$ cat config.mk
export PLATFORM = sky130hd
export DESIGN_NAME = crvt_top
export DESIGN_NICKNAME = d
export VERILOG_FILES = /design/src/crvt_pkg.sv /design/src/crvt_vtiming.sv /design/src/crvt_top.sv
export VERILOG_INCLUDE_DIRS = /design/src
export SDC_FILE = /design/constraint.sdc
export NUM_CORES = 1
export LEC_CHECK = 0
export BUFFER_PORTS_ARGS = -buffer_cell sky130_fd_sc_hd__buf_2
export CAP_MARGIN = 25
export CORE_ASPECT_RATIO = 0.5
export CORE_MARGIN = 2
export CORE_UTILIZATION = 51
export CTS_CLUSTER_DIAMETER = 60
export DETAILED_ROUTE_END_ITERATION = 7
export GPL_ROUTABILITY_DRIVEN = 1
export PLACE_DENSITY = 0.72
export SKIP_CTS_REPAIR_TIMING = 1
export SLEW_MARGIN = 20
export SYNTH_ARGS = -nofsm -noshare
export SYNTH_HDL_FRONTEND = slang
export SYNTH_SLANG_ARGS = --single-unit
$ cat constraint.sdc
create_clock -name sys_clk -period 2.3 [get_ports sys_clk]
set_input_delay 0.23 -clock sys_clk [delete_from_list [all_inputs] [get_ports sys_clk]]
set_output_delay 0.23 -clock sys_clk [all_outputs]
set_load 0.005 [all_outputs]
$ cat src/crvt_defines.svh
// register indices, field positions and reset values of the vertical timing block
`ifndef CRVT_DEFINES_SVH
`define CRVT_DEFINES_SVH

// data port indices
`define CRVT_IDX_OVERFLOW       8'h07
`define CRVT_IDX_PROTECT_LAST   8'h07
`define CRVT_IDX_CURSOR_HIGH    8'h0E
`define CRVT_IDX_CURSOR_LOW     8'h0F
`define CRVT_IDX_RETRACE_START  8'h10
`define CRVT_IDX_RETRACE_END    8'h11
`define CRVT_IDX_DISPLAY_END    8'h12
`define CRVT_IDX_REPAINT4       8'h1A

// retrace end control fields
`define CRVT_REC_LOCK_BIT       7
`define CRVT_REC_RSV_BIT        6
`define CRVT_REC_MASK_N_BIT     5
`define CRVT_REC_CLEAR_N_BIT    4
`define CRVT_REC_WIDTH_MSB      3

// overflow fields
`define CRVT_OVF_VRS8_BIT       2
`define CRVT_OVF_VRS9_BIT       7
`define CRVT_OVF_VDE8_BIT       1
`define CRVT_OVF_VDE9_BIT       6
`define CRVT_OVF_FREE_MASK      8'h10

// repaint control 4 fields
`define CRVT_RC4_VRS10_BIT      2
`define CRVT_RC4_VDE10_BIT      1

// status register zero
`define CRVT_ST0_IRQ_BIT        7

// reset values
`define CRVT_REC_RESET          8'h10
`define CRVT_REG_RESET          8'h00
`define CRVT_INDEX_RESET        8'h00

`endif

$ cat src/crvt_pkg.sv
// types shared by the vertical timing block
package crvt_pkg;

    typedef enum logic [1:0] {
        CRVT_SEL_INDEX   = 2'b00,
        CRVT_SEL_DATA    = 2'b01,
        CRVT_SEL_STATUS0 = 2'b10,
        CRVT_SEL_NONE    = 2'b11
    } crvt_sel_e;

    typedef enum logic {
        CRVT_IRQ_IDLE      = 1'b0,
        CRVT_IRQ_WAIT_LINE = 1'b1
    } crvt_irq_state_e;

    typedef logic [10:0] crvt_line_t;

endpackage

$ cat src/crvt_vtiming.sv
// vertical retrace pulse and active display window
`include "crvt_defines.svh"

module crvt_vtiming
    import crvt_pkg::*;
(
    // clock and reset
    input  wire logic       sys_clk,
    input  wire logic       rst_n,
    // scan position
    input  wire logic       line_tick,
    input  wire crvt_line_t scan_line,
    // programmed values
    input  wire crvt_line_t retrace_start,
    input  wire logic [3:0] width_end,
    input  wire crvt_line_t disp_end,
    // timing outputs
    output logic            vretrace,
    output logic            display_active
);

    logic vretrace_reg;
    logic display_active_reg;

    // start wins on its own line, so equal low bits give a 16-line pulse
    always_ff @(posedge sys_clk) begin
        if (!rst_n) begin
            vretrace_reg <= 1'b0;
        end else if (line_tick) begin
            if (scan_line == retrace_start) begin
                vretrace_reg <= 1'b1;
            end else if (scan_line[3:0] == width_end) begin
                vretrace_reg <= 1'b0;
            end
        end
    end

    always_ff @(posedge sys_clk) begin
        if (!rst_n) begin
            display_active_reg <= 1'b0;
        end else begin
            display_active_reg <= (scan_line <= disp_end);
        end
    end

    assign vretrace       = vretrace_reg;
    assign display_active = display_active_reg;

endmodule

$ cat src/crvt_top.sv
// vertical timing, retrace interrupt and text cursor registers
`include "crvt_defines.svh"

module crvt_top
    import crvt_pkg::*;
(
    // clock and reset
    input  wire logic        sys_clk,
    input  wire logic        rst_n,
    // host index/data port
    input  wire logic [1:0]  io_sel,
    input  wire logic        io_wr,
    input  wire logic        io_rd,
    input  wire logic [7:0]  io_wdata,
    output logic      [7:0]  io_rdata,
    output logic             io_rdata_valid,
    // scan timing from the line counter
    input  wire logic        line_tick,
    input  wire crvt_line_t  scan_line,
    input  wire logic        vblank,
    // display context
    input  wire logic        graphics_mode,
    input  wire logic [19:0] screen_base,
    input  wire logic [15:0] char_index,
    // timing outputs
    output logic             vretrace,
    output logic             display_active,
    output logic             retrace_irq,
    // cursor outputs
    output logic      [19:0] cursor_addr,
    output logic             cursor_hit
);

    // host access decode
    logic        index_wr;
    logic        data_wr;
    logic        write_locked;
    logic [7:0]  index_reg;

    // register file
    logic [7:0]  cursor_position_high_reg;
    logic [7:0]  cursor_position_low_reg;
    logic [7:0]  retrace_start_low_reg;
    logic [7:0]  retrace_end_control_reg;
    logic [7:0]  display_end_low_reg;
    logic [7:0]  timing_overflow_reg;
    logic [7:0]  repaint4_reg;

    // derived fields
    logic [15:0] cursor_position;
    crvt_line_t  retrace_start;
    crvt_line_t  display_end;
    logic [3:0]  retrace_width_end;
    logic        timing_write_lock;
    logic        retrace_irq_mask_n;
    logic        retrace_irq_clear_n;

    // interrupt capture
    crvt_irq_state_e irq_state_reg;
    crvt_irq_state_e irq_state_next;
    logic        vblank_prev_reg;
    logic        vblank_rise;
    logic        retrace_event;
    logic        irq_flag_reg;
    logic        retrace_irq_reg;

    // read path
    logic [7:0]  read_mux;
    logic [7:0]  data_mux;
    logic [7:0]  io_rdata_reg;
    logic        io_rdata_valid_reg;

    // cursor path
    logic [19:0] cursor_addr_reg;
    logic        cursor_hit_reg;
    logic        vt_display_active;

    assign index_wr = io_wr && (crvt_sel_e'(io_sel) == CRVT_SEL_INDEX);
    assign data_wr  = io_wr && (crvt_sel_e'(io_sel) == CRVT_SEL_DATA);

    // lock covers the low timing indices only
    assign write_locked = timing_write_lock &&
                          (index_reg <= `CRVT_IDX_PROTECT_LAST);

    always_ff @(posedge sys_clk) begin
        if (!rst_n) begin
            index_reg <= `CRVT_INDEX_RESET;
        end else if (index_wr) begin
            index_reg <= io_wdata;
        end
    end

    // cursor position bytes
    always_ff @(posedge sys_clk) begin
        if (!rst_n) begin
            cursor_position_high_reg <= `CRVT_REG_RESET;
        end else if (data_wr && index_reg == `CRVT_IDX_CURSOR_HIGH) begin
            cursor_position_high_reg <= io_wdata;
        end
    end

    always_ff @(posedge sys_clk) begin
        if (!rst_n) begin
            cursor_position_low_reg <= `CRVT_REG_RESET;
        end else if (data_wr && index_reg == `CRVT_IDX_CURSOR_LOW) begin
            cursor_position_low_reg <= io_wdata;
        end
    end

    // retrace start low byte
    always_ff @(posedge sys_clk) begin
        if (!rst_n) begin
            retrace_start_low_reg <= `CRVT_REG_RESET;
        end else if (data_wr && index_reg == `CRVT_IDX_RETRACE_START) begin
            retrace_start_low_reg <= io_wdata;
        end
    end

    // retrace end control keeps every bit, reserved bit 6 included
    always_ff @(posedge sys_clk) begin
        if (!rst_n) begin
            retrace_end_control_reg <= `CRVT_REC_RESET;
        end else if (data_wr && index_reg == `CRVT_IDX_RETRACE_END) begin
            retrace_end_control_reg <= io_wdata;
        end
    end

    // display end low byte
    always_ff @(posedge sys_clk) begin
        if (!rst_n) begin
            display_end_low_reg <= `CRVT_REG_RESET;
        end else if (data_wr && index_reg == `CRVT_IDX_DISPLAY_END) begin
            display_end_low_reg <= io_wdata;
        end
    end

    // overflow: bit 4 stays writable while the lock is on
    always_ff @(posedge sys_clk) begin
        if (!rst_n) begin
            timing_overflow_reg <= `CRVT_REG_RESET;
        end else if (data_wr && index_reg == `CRVT_IDX_OVERFLOW) begin
            if (write_locked) begin
                timing_overflow_reg <=
                    (timing_overflow_reg & ~`CRVT_OVF_FREE_MASK) |
                    (io_wdata & `CRVT_OVF_FREE_MASK);
            end else begin
                timing_overflow_reg <= io_wdata;
            end
        end
    end

    // repaint control 4 carries the top timing bits
    always_ff @(posedge sys_clk) begin
        if (!rst_n) begin
            repaint4_reg <= `CRVT_REG_RESET;
        end else if (data_wr && index_reg == `CRVT_IDX_REPAINT4) begin
            repaint4_reg <= io_wdata;
        end
    end

    // field assembly
    assign cursor_position = {cursor_position_high_reg,
                              cursor_position_low_reg};

    assign retrace_start = {repaint4_reg[`CRVT_RC4_VRS10_BIT],
                            timing_overflow_reg[`CRVT_OVF_VRS9_BIT],
                            timing_overflow_reg[`CRVT_OVF_VRS8_BIT],
                            retrace_start_low_reg};

    assign display_end = {repaint4_reg[`CRVT_RC4_VDE10_BIT],
                          timing_overflow_reg[`CRVT_OVF_VDE9_BIT],
                          timing_overflow_reg[`CRVT_OVF_VDE8_BIT],
                          display_end_low_reg};

    assign retrace_width_end   =
        retrace_end_control_reg[`CRVT_REC_WIDTH_MSB:0];
    assign timing_write_lock   =
        retrace_end_control_reg[`CRVT_REC_LOCK_BIT];
    assign retrace_irq_mask_n  =
        retrace_end_control_reg[`CRVT_REC_MASK_N_BIT];
    assign retrace_irq_clear_n =
        retrace_end_control_reg[`CRVT_REC_CLEAR_N_BIT];

    // retrace pulse and display window
    crvt_vtiming u_vtiming (
        .sys_clk        (sys_clk),
        .rst_n          (rst_n),
        .line_tick      (line_tick),
        .scan_line      (scan_line),
        .retrace_start  (retrace_start),
        .width_end      (retrace_width_end),
        .disp_end       (display_end),
        .vretrace       (vretrace),
        .display_active (vt_display_active)
    );

    assign display_active = vt_display_active;

    // vertical blanking edge
    always_ff @(posedge sys_clk) begin
        if (!rst_n) begin
            vblank_prev_reg <= 1'b0;
        end else begin
            vblank_prev_reg <= vblank;
        end
    end

    assign vblank_rise = vblank && !vblank_prev_reg;

    // wait for the line after blanking rises before recording
    always_comb begin
        irq_state_next = irq_state_reg;
        unique case (irq_state_reg)
            CRVT_IRQ_IDLE: begin
                if (vblank_rise) begin
                    irq_state_next = CRVT_IRQ_WAIT_LINE;
                end
            end
            CRVT_IRQ_WAIT_LINE: begin
                if (line_tick) begin
                    irq_state_next = CRVT_IRQ_IDLE;
                end
            end
        endcase
    end

    always_ff @(posedge sys_clk) begin
        if (!rst_n) begin
            irq_state_reg <= CRVT_IRQ_IDLE;
        end else begin
            irq_state_reg <= irq_state_next;
        end
    end

    assign retrace_event = (irq_state_reg == CRVT_IRQ_WAIT_LINE) &&
                           line_tick;

    // clear is a level: an event under clear is dropped, not deferred
    always_ff @(posedge sys_clk) begin
        if (!rst_n) begin
            irq_flag_reg <= 1'b0;
        end else if (!retrace_irq_clear_n) begin
            irq_flag_reg <= 1'b0;
        end else if (retrace_event) begin
            irq_flag_reg <= 1'b1;
        end
    end

    always_ff @(posedge sys_clk) begin
        if (!rst_n) begin
            retrace_irq_reg <= 1'b0;
        end else begin
            retrace_irq_reg <= irq_flag_reg && !retrace_irq_mask_n;
        end
    end

    assign retrace_irq = retrace_irq_reg;

    // data port read select; unmapped indices read zero
    always_comb begin
        data_mux = 8'h00;
        unique case (index_reg)
            `CRVT_IDX_OVERFLOW:      data_mux = timing_overflow_reg;
            `CRVT_IDX_CURSOR_HIGH:   data_mux = cursor_position_high_reg;
            `CRVT_IDX_CURSOR_LOW:    data_mux = cursor_position_low_reg;
            `CRVT_IDX_RETRACE_START: data_mux = retrace_start_low_reg;
            `CRVT_IDX_RETRACE_END:   data_mux = retrace_end_control_reg;
            `CRVT_IDX_DISPLAY_END:   data_mux = display_end_low_reg;
            `CRVT_IDX_REPAINT4:      data_mux = repaint4_reg;
            default:                 data_mux = 8'h00;
        endcase
    end

    always_comb begin
        read_mux = 8'h00;
        unique case (crvt_sel_e'(io_sel))
            CRVT_SEL_INDEX:   read_mux = index_reg;
            CRVT_SEL_DATA:    read_mux = data_mux;
            CRVT_SEL_STATUS0: begin
                read_mux[`CRVT_ST0_IRQ_BIT] = irq_flag_reg;
            end
            CRVT_SEL_NONE:    read_mux = 8'h00;
        endcase
    end

    // read data held until the next read
    always_ff @(posedge sys_clk) begin
        if (!rst_n) begin
            io_rdata_reg <= 8'h00;
        end else if (io_rd) begin
            io_rdata_reg <= read_mux;
        end
    end

    always_ff @(posedge sys_clk) begin
        if (!rst_n) begin
            io_rdata_valid_reg <= 1'b0;
        end else begin
            io_rdata_valid_reg <= io_rd;
        end
    end

    assign io_rdata       = io_rdata_reg;
    assign io_rdata_valid = io_rdata_valid_reg;

    // two bytes per character cell; address wraps at 20 bits
    always_ff @(posedge sys_clk) begin
        if (!rst_n) begin
            cursor_addr_reg <= 20'h0_0000;
        end else begin
            cursor_addr_reg <= screen_base +
                               {3'b000, cursor_position, 1'b0};
        end
    end

    // position zero matches the top-left cell of the frame
    always_ff @(posedge sys_clk) begin
        if (!rst_n) begin
            cursor_hit_reg <= 1'b0;
        end else begin
            cursor_hit_reg <= !graphics_mode && vt_display_active &&
                              (char_index == cursor_position);
        end
    end

    assign cursor_addr = cursor_addr_reg;
    assign cursor_hit  = cursor_hit_reg;

endmodule

==> out/results.ini <==
[timing]
finalSetupViolations=0
hold_viol=0
max_slew.worst_pin.slew_ps=737.3
worst_slack_ps=168.1
finClkSkew_ps=4.656
max_freq_mhz=469.1
post-route-period-util_pct=92.69
final.setup.tns_ps=0
grt_setup_unrepaired=false
maxSlewViolCount=0
holdWs_ps=89.96
max-slew-margin-rel_pct=50.78
period_minus_slack_ps=2132

[floorplanning]
rows=26
die-area_mm2=0.01141
die_x_um=149.1
io_pins=97
die_y_um=76.54
start_util_pct=52.54
core_area_mm2=0.01021

[pwr]
ir_drop_uv=351.2
power_density_mw_per_mm2=580.3
leakage_nw=2.855
p_total_mw=3.708

[clocking]
cts_inserted_buffers=9
clk_latency_ps=340
htree_levels=3
path_clk_slew_ps=70
cts_tree=built
cts_root_buf=clkbuf_16
clock-sinks=100
cts_buffer_depth=2

[yosys]
syn_area_mm2=0.005366
ys_ff_latch=100
ys_types=50
yosysTopAreaCellShare_pct=37.30
postSynthAreaPerCell_um2=8.826
synth-edff-count=0
yosys_warnings=0
synth_area_leader_cell=dfxtp_1
async_flop_share_pct=0
synth_common_cells=dfxtp_1, nor2_1, mux2i_1
syn_nets=700
synthCells=608
synth-seq-area-share_pct=37.30
synthFlopType=dfxtp_1
synth_area_leaders=dfxtp_1, mux2i_1, nor2_1

[global_route]
antenna_found_initial=0
grt_max_degree=42
grt_remaining_overflow=0
track_usage_pct=26.15
grt_first_pass_wirelength_um=23180
grt_pass1_vias=4458

[detailed_routing]
drt_pass1_iterations=4
drc=0
wirelength_um=14530
wl_per_cell_um=17.12
vias_per_cell=5.559
num_vias=4720
first_iter_violations=220
antenna_left=0

[setup_path]
worst-path-max-fanout=4
worst-path-buf-inv=2
crit_path_cell_trace=ha_1 -> inv_1 -> fa_1 -> nor2b_1 -> o31a_1 -> o21ai_0 -> buf_4 -> a21oi_1 -> o21ai_0 -> nor3b_1
max_stage_delay_ps=390
crit_family=compound AO/OA/AOI/OAI gates
path_common_cell=o21ai_0
crit_type=reg2reg
crit_slowest_cell=fa_1
start_kind=flip-flop
crit_required_ps=2530
end_kind=flip-flop
cp.arrival_ps=2360

[layout]
post-route-util_pct=62.56
drive_gt1_share_pct=20.45
syn2layout_area_growth_pct=19.07
stdcell_count=849
fin_nets=797
final_area_mm2=0.006390
fillerInstances=944
diodes=0
largest_register_ff_count=20

[place]
dp_worst_setup_slack_ps=128.2
dpl_cell_area_mm2=0.006067
port-buffer-count=96
gp_congestion=0.9159
dpl.hpwl_um=10660
placedCellCount=834

[hold_path]
hold_class=in2reg

[status]
status=finished, final reports clean

[job]
maxCapViolations=0

-- placed cells by master (no fill, tap or decap), types with 2 or more instances in the layout --
cell type	count
dfxtp_1	100
nor2_1	99
buf_2	96
mux2i_1	83
nand2_1	28
o21ai_0	28
ha_1	27
xor2_1	21
inv_1	20
buf_4	20
a21oi_1	19
xnor2_1	17
nand3_1	12
nor3_1	11
a31oi_1	11
clkbuf_16	9
o22ai_1	8
a22oi_1	8
nor2b_1	7
nand4_1	7
nand2b_1	6
mux2_2	6
nor4_1	6
and2_1	5
a21o_1	5
nor3b_1	4
o21a_1	4
o211ai_1	4
or3_1	3
nand3b_1	3
clkbuf_8	3
nor2_2	2
o2111ai_1	2
a211o_1	2
a211oi_1	2
clkbuf_1	2
-- report_power, final --
part	total, mW	internal (mW)	switching (mW)	leakage (nW)
sequential	1.79	1.77	0.0217	0.814
combinational	0.361	0.154	0.207	1.89
clock	1.56	0.928	0.629	0.149
total	3.71	2.85	0.857	2.85
-- kinds of logic after synthesis --
| logic type | count (synthesis) | share of synthesized area (%) |
|---|---|---|
| adder cells (fa/ha/maj) | 28 | 6.668 |
| multiplexers | 89 | 16.74 |
| AND/OR/NAND/NOR | 197 | 17.09 |
| flip-flops | 100 | 37.30 |
| buffers and inverters | 52 | 3.800 |
| AO/OA/AOI/OAI | 104 | 12.19 |
| XOR/XNOR | 38 | 6.202 |
-- layer usage --
layer	vias up	wire [um]	global-route usage [%]	share of wire (%)
li1	2334	-	-	-
met1	2201	7020	35.84	48
met2	159	6187	40.09	43
met3	26	1023	6.647	7.0
met4	0	301	8.952	2.1
met5	-	0	0	0
-- worst reg2reg max path, cell delays in order, from the launching register on --
cell     delay [ps]
dfxtp_1         340
ha_1            170
inv_1            60
fa_1            390
nor2b_1         160
o31a_1          190
o21ai_0          90
buf_4           150
a21oi_1         220
o21ai_0         110
nor3b_1         150
-- path summary, 6_finish.rpt --
kind | start | to | slack (ps) | cells after the start
min | screen_base[0] | cursor_addr[0] | 90 | 2
max reg2reg | cursor_position_low_reg[0] | cursor_addr[15] | 170 | 10
min reg2reg | retrace_end_control_reg[5] | retrace_irq | 450 | 1
max | cursor_position_low_reg[0] | cursor_addr[15] | 170 | 10
-- layout make-up --
class	instances	area, um2	share of cell area, %
well taps	140	175.2	2.741
flip-flops and latches	100	2002	31.33
clock buffers	14	274.0	4.288
clock inverters	1	30.03	0.4699
multi-input cells	456	3179	49.76
repair buffers	117	650.6	10.18
inverters	21	78.83	1.234
No activity file was read; power rests on OpenSTA's default activity.
